### src/shared/tfs_consts.vh
`ifndef TFS_CONSTS_VH
`define TFS_CONSTS_VH

// ********************************************************************
// register indices (byte address is four times the index)
// ********************************************************************
`define TFS_IDX_MASTER_CONFIG_TWO 8'h04
`define TFS_IDX_STATUS            8'h05
`define TFS_ADDR_MASTER_CONFIG_TWO 12'h010
`define TFS_ADDR_STATUS            12'h014

// ********************************************************************
// master_config_two fields
// ********************************************************************
`define TFS_MC2_CLK_INV      0
`define TFS_MC2_DATA_INV     1
`define TFS_MC2_DEMAND_INV   2
`define TFS_MC2_SYNC_INV     3
`define TFS_MC2_SYNC_OUT     4
`define TFS_MC2_MULTIFRAME   5
`define TFS_MC2_GAPPED       6
`define TFS_MC2_FREE_RUN     7
`define TFS_MC2_ERR_EN       8
`define TFS_MC2_LAST_TS_LO   9
`define TFS_MC2_LAST_TS_HI   10
`define TFS_MC2_WIDTH        11
`define TFS_MC2_RESET        11'h600

// ********************************************************************
// status fields
// ********************************************************************
`define TFS_ST_POS_HI        9
`define TFS_ST_FRAME_LO      10
`define TFS_ST_FRAME_HI      11
`define TFS_ST_ALIGNED       12
`define TFS_ST_ERRCNT_LO     16

// ********************************************************************
// frame timing
// ********************************************************************
`define TFS_FRAME_BITS       789
`define TFS_FRAMES_PER_MULTI 4
`define TFS_MULTI_BITS       3156
`define TFS_TS_BITS          8
`define TFS_TS_24            24
`define TFS_TS_48            48
`define TFS_TS_72            72
`define TFS_TS_96            96

`endif

### src/rtl/tfs_sync.v
`default_nettype none

// ********************************************************************
// two stage level synchroniser
// ********************************************************************
module tfs_sync #(
   parameter WIDTH = 1
) (
   input  wire             pclk,
   input  wire             presetn,
   input  wire [WIDTH-1:0] async_in,
   output reg  [WIDTH-1:0] sync_out
);

   reg [WIDTH-1:0] meta;

   // first stage feeds only the second stage
   always @(posedge pclk or negedge presetn) begin
      if (!presetn) begin
         meta     <= {WIDTH{1'b0}};
         sync_out <= {WIDTH{1'b0}};
      end else begin
         meta     <= async_in;
         sync_out <= meta;
      end
   end

endmodule

`default_nettype wire

### src/rtl/tfs_system_port.v
// How it works
// - sync pin is input after reset; falling edge sets framing bit one.
// - frame counter free-wheels; no sync pulse needed each frame.
// - sync output in frame mode pulses one clock every 789 clocks.
// - sync output in multiframe mode pulses one clock every 3156 clocks.
// - sync polarity selectable: active high normal, active low inverted.
// - 6.312 MHz clock supplied; payload taken on rising or falling edge.
// - payload sampled on selected edge and optionally inverted internally.
// - data-enable demand is active exactly over payload bit periods.
// - gapped demand toggles per payload bit, quiet during overhead bits.
// - free-run demand ignores sync alignment entirely.
// - demand output has its own inversion option in any mode.
// - when enabled, rising edge of error strobe starts error insertion.
// - last payload timeslot limited to 24, 48, 72 or 96.
// - clock edge, data and demand polarity live in master_config_two.
//
// The register offsets and register access over APB were decided locally.
`default_nettype none
`include "tfs_consts.vh"

module tfs_system_port #(
   parameter FRAME_BITS = `TFS_FRAME_BITS,
   parameter POS_W      = 10,
   parameter ERRCNT_W   = 8
) (
   input  wire        pclk,
   input  wire        presetn,
   // apb slave
   input  wire [11:0] paddr,
   input  wire        psel,
   input  wire        penable,
   input  wire        pwrite,
   input  wire [31:0] pwdata,
   output reg  [31:0] prdata,
   output wire        pready,
   output reg         pslverr,
   // system pins
   input  wire        tx_formatter_clock,
   input  wire        tx_frame_sync_in,
   output reg         tx_frame_sync_out,
   output wire        tx_frame_sync_oe,
   input  wire        tx_payload_in,
   output reg         tx_payload_demand,
   input  wire        tx_error_insert_strobe,
   // toward formatter core
   output reg         payload_bit,
   output reg         payload_valid,
   output reg         error_insert_start
);

   // ********************************************************************
   // register file
   // ********************************************************************
   reg  [`TFS_MC2_WIDTH-1:0] master_config_two;
   reg  [ERRCNT_W-1:0]       err_count;
   reg                       aligned;

   wire apb_setup = psel & ~penable;
   wire apb_write = psel & penable & pwrite;
   wire hit_mc2   = (paddr == `TFS_ADDR_MASTER_CONFIG_TWO);
   wire hit_st    = (paddr == `TFS_ADDR_STATUS);

   // slave never stalls
   assign pready = 1'b1;

   wire clk_inv    = master_config_two[`TFS_MC2_CLK_INV];
   wire data_inv   = master_config_two[`TFS_MC2_DATA_INV];
   wire demand_inv = master_config_two[`TFS_MC2_DEMAND_INV];
   wire sync_inv   = master_config_two[`TFS_MC2_SYNC_INV];
   wire sync_out   = master_config_two[`TFS_MC2_SYNC_OUT];
   wire multi_mode = master_config_two[`TFS_MC2_MULTIFRAME];
   wire gapped     = master_config_two[`TFS_MC2_GAPPED];
   wire free_run_demand_select = master_config_two[`TFS_MC2_FREE_RUN];
   wire err_en     = master_config_two[`TFS_MC2_ERR_EN];
   wire [1:0] last_ts_sel =
      master_config_two[`TFS_MC2_LAST_TS_HI:`TFS_MC2_LAST_TS_LO];

   // write on access phase; reserved bits are dropped
   always @(posedge pclk or negedge presetn) begin
      if (!presetn) begin
         master_config_two <= `TFS_MC2_RESET;
      end else if (apb_write && hit_mc2) begin
         master_config_two <= pwdata[`TFS_MC2_WIDTH-1:0];
      end
   end

   // ********************************************************************
   // tx clock edge detection and frame counters
   // ********************************************************************
   reg              tclk_q;
   reg              sync_prev;
   reg  [POS_W-1:0] pos;
   reg  [1:0]       frame_idx;
   reg  [POS_W-1:0] free_pos;

   wire clk_rise = tx_formatter_clock & ~tclk_q;
   wire clk_fall = ~tx_formatter_clock & tclk_q;
   wire bit_edge = clk_inv ? clk_fall : clk_rise;

   // pin is compared after polarity correction
   wire sync_norm = tx_frame_sync_in ^ sync_inv;
   wire sync_hit  = ~sync_out & sync_prev & ~sync_norm;

   localparam integer LAST_POS = FRAME_BITS - 1;
   wire [POS_W-1:0] last_pos = LAST_POS[POS_W-1:0];
   wire [POS_W-1:0] cur_pos  = sync_hit ? {POS_W{1'b0}} : pos;
   wire [POS_W-1:0] next_pos = (cur_pos == last_pos) ? {POS_W{1'b0}}
                               : cur_pos + 1'b1;
   wire [1:0] cur_frame  = sync_hit ? 2'b00 : frame_idx;
   wire [1:0] next_frame = (cur_pos == last_pos) ? cur_frame + 2'b01
                           : cur_frame;
   wire [POS_W-1:0] next_free = (free_pos == last_pos) ? {POS_W{1'b0}}
                                : free_pos + 1'b1;

   // sample the link clock level every cycle to find its edges
   always @(posedge pclk or negedge presetn) begin
      if (!presetn) begin
         tclk_q <= 1'b0;
      end else begin
         tclk_q <= tx_formatter_clock;
      end
   end

   // position counter free-wheels; a sync event only realigns it
   always @(posedge pclk or negedge presetn) begin
      if (!presetn) begin
         sync_prev <= 1'b0;
         pos       <= {POS_W{1'b0}};
         frame_idx <= 2'b00;
         free_pos  <= {POS_W{1'b0}};
         aligned   <= 1'b0;
      end else if (bit_edge) begin
         sync_prev <= sync_norm;
         pos       <= next_pos;
         frame_idx <= next_frame;
         free_pos  <= next_free;
         if (sync_hit) begin
            aligned <= 1'b1;
         end
      end
   end

   // ********************************************************************
   // payload window
   // ********************************************************************
   reg [POS_W-1:0] payload_end;

   // window ends, cut to the counter width on purpose
   localparam integer END24 = `TFS_TS_24 * `TFS_TS_BITS;
   localparam integer END48 = `TFS_TS_48 * `TFS_TS_BITS;
   localparam integer END72 = `TFS_TS_72 * `TFS_TS_BITS;
   localparam integer END96 = `TFS_TS_96 * `TFS_TS_BITS;

   // last payload timeslot is one of four fixed choices
   always @* begin
      case (last_ts_sel)
         2'b00:   payload_end = END24[POS_W-1:0];
         2'b01:   payload_end = END48[POS_W-1:0];
         2'b10:   payload_end = END72[POS_W-1:0];
         default: payload_end = END96[POS_W-1:0];
      endcase
   end

   // position 0 is the framing bit; payload follows from position 1
   wire cur_payload  = (cur_pos != {POS_W{1'b0}}) &&
                       (cur_pos <= payload_end);
   wire next_payload = (pos != {POS_W{1'b0}}) && (pos <= payload_end);
   wire free_payload = (free_pos != {POS_W{1'b0}}) &&
                       (free_pos <= payload_end);

   // capture payload only on bits of the aligned payload window, even when free-run demand follows free_pos
   always @(posedge pclk or negedge presetn) begin
      if (!presetn) begin
         payload_bit   <= 1'b0;
         payload_valid <= 1'b0;
      end else begin
         payload_valid <= bit_edge & cur_payload;
         if (bit_edge && cur_payload) begin
            payload_bit <= tx_payload_in ^ data_inv;
         end
      end
   end

   // ********************************************************************
   // demand output
   // ********************************************************************
   wire demand_win = free_run_demand_select ? free_payload
                     : next_payload;
   // gapped clock follows the link clock only inside the window
   wire demand_raw = gapped ? (demand_win & tclk_q)
                     : demand_win;

   // registered so the pin never glitches on counter changes
   always @(posedge pclk or negedge presetn) begin
      if (!presetn) begin
         tx_payload_demand <= 1'b0;
      end else begin
         tx_payload_demand <= demand_raw ^ demand_inv;
      end
   end

   // ********************************************************************
   // frame sync output
   // ********************************************************************
   assign tx_frame_sync_oe = sync_out;

   // pulse spans the whole clock period of position 0
   wire frame_mark = (pos == {POS_W{1'b0}}) &&
                     (~multi_mode | (frame_idx == 2'b00));

   always @(posedge pclk or negedge presetn) begin
      if (!presetn) begin
         tx_frame_sync_out <= 1'b0;
      end else begin
         tx_frame_sync_out <= (sync_out & frame_mark) ^ sync_inv;
      end
   end

   // ********************************************************************
   // error insert strobe
   // ********************************************************************
   wire err_sync;
   reg  err_prev;

   tfs_sync #(
      .WIDTH    (1)
   ) u_err_sync (
      .pclk     (pclk),
      .presetn  (presetn),
      .async_in (tx_error_insert_strobe),
      .sync_out (err_sync)
   );

   // a rise needs the strobe low again first, so one pulse per rise
   always @(posedge pclk or negedge presetn) begin
      if (!presetn) begin
         err_prev           <= 1'b0;
         error_insert_start <= 1'b0;
         err_count          <= {ERRCNT_W{1'b0}};
      end else begin
         err_prev           <= err_sync;
         error_insert_start <= err_en & err_sync & ~err_prev;
         if (err_en && err_sync && !err_prev) begin
            err_count <= err_count + 1'b1;
         end
      end
   end

   // ********************************************************************
   // apb read path and error answer
   // ********************************************************************
   reg [31:0] next_rdata;

   always @* begin
      next_rdata = 32'h0000_0000;
      if (hit_mc2) begin
         next_rdata[`TFS_MC2_WIDTH-1:0] = master_config_two;
      end else if (hit_st) begin
         next_rdata[`TFS_ST_POS_HI:0] = pos;
         next_rdata[`TFS_ST_FRAME_HI:`TFS_ST_FRAME_LO] = frame_idx;
         next_rdata[`TFS_ST_ALIGNED] = aligned;
         next_rdata[`TFS_ST_ERRCNT_LO+ERRCNT_W-1:`TFS_ST_ERRCNT_LO] =
            err_count;
      end
   end

   // data captured in setup so it stands through the access phase
   always @(posedge pclk or negedge presetn) begin
      if (!presetn) begin
         prdata  <= 32'h0000_0000;
         pslverr <= 1'b0;
      end else if (apb_setup) begin
         prdata  <= next_rdata;
         pslverr <= ~(hit_mc2 | (hit_st & ~pwrite));
      end
   end

endmodule

`default_nettype wire

### config.mk
export PLATFORM = sky130hd
export DESIGN_NAME = tfs_system_port
export DESIGN_NICKNAME = d
export VERILOG_FILES = /design/src/rtl/tfs_sync.v /design/src/rtl/tfs_system_port.v
export VERILOG_INCLUDE_DIRS = /design/src /design/src/shared
export SDC_FILE = /design/constraint.sdc
export NUM_CORES = 1
export LEC_CHECK = 0
export BUFFER_PORTS_ARGS = -buffer_cell sky130_fd_sc_hd__clkbuf_2
export CAP_MARGIN = 25
export CORE_MARGIN = 2
export CORE_UTILIZATION = 30
export CTS_BUF_LIST = sky130_fd_sc_hd__clkbuf_4 sky130_fd_sc_hd__clkbuf_8 sky130_fd_sc_hd__clkbuf_16
export DETAILED_ROUTE_END_ITERATION = 16
export PLACE_DENSITY_LB_ADDON = 0.05
export SYNTH_ARGS = -nofsm -noshare
export SYNTH_HDL_FRONTEND = slang
export SYNTH_SLANG_ARGS = --single-unit
### constraint.sdc
create_clock -name pclk -period 2.5 [get_ports pclk]
set_input_delay 0.5 -clock pclk [delete_from_list [all_inputs] [get_ports pclk]]
set_output_delay 0.5 -clock pclk [all_outputs]
set_load 0.005 [all_outputs]
==> results.yml <==
logic_synthesis:
  async_flop_share: 1.000
  synth_top_area_frac: 0.4748
  synth_edf_count: 0
  ys.flop_type: "dfrtp_1"
  syn_avg_cell_area_sq_um: 10.48
  synth.largest_area_cell: "dfrtp_1"
  yosys_warnings: 0
  synth_cells: 362
  ys_seq_area_frac: 0.4886
  synthAdderAreaFrac: 0.05605
  syn_area_sq_um: 3795
  yosys-top-cells-area: "dfrtp_1, ha_1, mux2i_1"
  synthMuxAreaShare: 0.07550
  synth_cell_types: 54
  synth-xor-area-share: 0.04154
  synth-compound-area-share: 0.1177
  synth_simple_gate_area_frac: 0.1612
  synth-seq-cells: 74
  synth_top_family_by_area: "simple AND/OR/NAND/NOR gates"
cts:
  ctsHoldBuffers: 0
  cts.sinks: 74
  htreeDepth: 3
  clock-root-buffer: "clkbuf_16"
  cts_buffers: 9
  cts_tree: "yes"
  cts.path.max_buffers: 2
  path_clk_slew_ns: 0.06
  worstSkewPairLatency_ns: 0.34
worst_setup_path:
  worst-path-buf-inv: 1
  cp.arrival_ns: 2.67
  max_stage_delay_ns: 0.41
  path_cells: "xnor2_2, nand3_4, and2_4, ha_4, nand3_2, o32a_1, a211oi_2, buf_4, mux2_4"
  critPathSlowestCell: "dfrtp_1"
  cp-end-kind: "register"
  worstSetupStartpointType: "register"
  cp.required_ns: 2.72
  path_max_fanout: 5
  path_delay_family: "compound AO/OA/AOI/OAI gates"
  critical_path_class: "register to register"
  reg2reg_slack_ns: 0.05
timing:
  fin_crit_sh: 0.9782
  fin_crit_ns: 2.445
  finalClockSkew_ns: 0.004965
  hold_violations: 0
  rsz0062_at_grt: "true"
  slew_viol_final: 0
  maxSlewHeadroom: 0.4278
  worst_pin_slew_ns: 0.8583
  setup_viol: 0
  fmax_mhz: 408.9
finish:
  fill_cells: 1241
  n_antenna_cell: 0
  final_cell_mix: "dfrtp_1, clkbuf_2, nand2_1"
  final_area_sq_um: 4842
  regArea_sq_um: 1854
  drive_above_1_share: 0.3214
  nNetsFinal: 513
  final_common_cell: "dfrtp_1"
  final_cells: 620
  syn_to_final_growth_pct: 27.60
  multiInputGateArea_sq_um: 1872
detailed_routing:
  vias: 2944
  drt_iter0_drc: 164
  ant_nets: 0
  wl_mm: 9.400
  drc: 0
  wl_per_cell_um: 15.16
  via_per_inst: 4.748
  firstDrtPassIters: 4
status:
  outcome: "complete, no violations"
placement:
  gp_congestion: 0.7947
  place_inst: 601
  hpwl_mm: 6.847
  io_buffers: 59
  postPlaceCellArea_sq_um: 4404
job:
  maxCapViolations: 0
floorplan:
  dieArea_sq_um: 13570
  die_x_um: 116.5
  pin_count: 93
  rows: 41
  core_region_area_sq_um: 12470
  start_util: 0.3044
  die_y_um: 116.5
pwr:
  powerDensity_nw_per_um2: 644.4
  ir_worst_vdd_uv: 310.0
  power.leakage_nw: 2.344
  finalPower_mw: 3.120
global_routing:
  antenna_found_initial: 0
  first_global_vias: 2841
  overflow: 0
  grt_max_degree: 41
  grt_pass1_wl_mm: 15.17
  grt_use_total: 0.1497
worst_hold_path:
  worstHoldPathType: "input pin to async pin"
-- power breakdown --
part           leakage, nW  switching [mW]  internal, mW
sequential           0.981           0.120          1.27
combinational         1.21           0.203         0.195
clock                0.150           0.508         0.822
-- flip-flops by register name, summed over array words and instances, names as in the netlist --
| register | cells |
|---|---|
| prdata | 21 |
| master_config_two | 11 |
| free_pos | 10 |
| pos | 10 |
| err_count | 8 |
| frame_idx | 2 |
| aligned | 1 |
| err_prev | 1 |
| error_insert_start | 1 |
| payload_bit | 1 |
| payload_valid | 1 |
| pslverr | 1 |
| sync_prev | 1 |
| tclk_q | 1 |
| tx_frame_sync_out | 1 |
| tx_payload_demand | 1 |
| u_err_sync.meta | 1 |
| u_err_sync.sync_out | 1 |
-- path summary, 6_finish.rpt --
| check | from | endpoint | cells after the start |
|---|---|---|---|
| max in group asynchronous | presetn | pos[9]$_DFFE_PN0P_ | 2 |
| worst min-delay path | presetn | prdata[20]$_DFFE_PN0P_ | 1 |
| worst max-delay path | master_config_two[3]$_DFFE_PN0P_ | payload_bit$_DFFE_PN0P_ | 9 |
| worst max register to register | master_config_two[3]$_DFFE_PN0P_ | payload_bit$_DFFE_PN0P_ | 9 |
| worst min register to register | u_err_sync.meta$_DFF_PN0_ | u_err_sync.sync_out$_DFF_PN0_ | 0 |
| min in group pclk | tx_error_insert_strobe | u_err_sync.meta$_DFF_PN0_ | 1 |
-- cell type report --
type                    count  share of cell area
clock buffers              12             0.05245
well taps                 172             0.04444
inverters                  17             0.01318
multi-input cells         253              0.3866
flip-flops and latches     74              0.3829
clock inverters             4             0.01059
repair buffers             88              0.1098
-- what timing repair did --
action                     CTS  global route
resized for setup            1            20
pin swaps                    1             8
buffers inserted             0             3
setup endpoints to repair    2             5
-- cells in the mapped netlist, types with 2 or more instances --
library cell / n
nand3_1: 11
nor3_1: 5
and3_1: 8
o22ai_1: 2
o21ai_0: 24
mux2i_1: 14
nand2_1: 33
and2_1: 4
buf_2: 3
mux2_2: 12
a22o_1: 12
nand4_1: 12
xor2_1: 8
nor2_1: 13
nand2b_1: 3
a21oi_1: 8
a21o_1: 4
buf_4: 12
o21ai_1: 4
clkbuf_1: 12
nor4_1: 6
nor2b_1: 2
ha_1: 17
or2_2: 2
or3_1: 2
and4_1: 2
a311oi_1: 2
xnor2_1: 10
dfstp_2: 2
dfrtp_1: 72
conb_1: 2
inv_1: 17
-- metrics by stage --
step / worst slack (ns) / hold WS (ns) / util / TNS [ns]
global placement: -0.2650 / 0.3346 / 0.3533 / -1.154
CTS: 0.006366 / 0.1561 / 0.3784 / 0
floorplan: 0.05142 / 0.2044 / - / 0
finish: 0.05453 / 0.1360 / 0.3884 / 0
detailed placement: -0.2562 / 0.3373 / 0.3533 / -1.091
global route: -0.04749 / 0.1852 / 0.3884 / -0.09670
-- logic make-up (layout without fill, tap and decap cells) --
family,Yosys count,after routing
simple gates,113,113
compound gates,66,66
other cells,2,12
mux,27,27
fa+ha+maj,17,17
xor+xnor,18,18
buf+inv,45,121
flops,74,74
-- per-layer routing --
layer,GRT usage,share of wire,vias up
li1,-,-,1439
met1,0.2135,0.50,1426
met2,0.2190,0.44,65
met3,0.03684,0.045,14
met4,0.05714,0.015,0
met5,0,0,-
No activity file was read; power rests on OpenSTA's default activity.
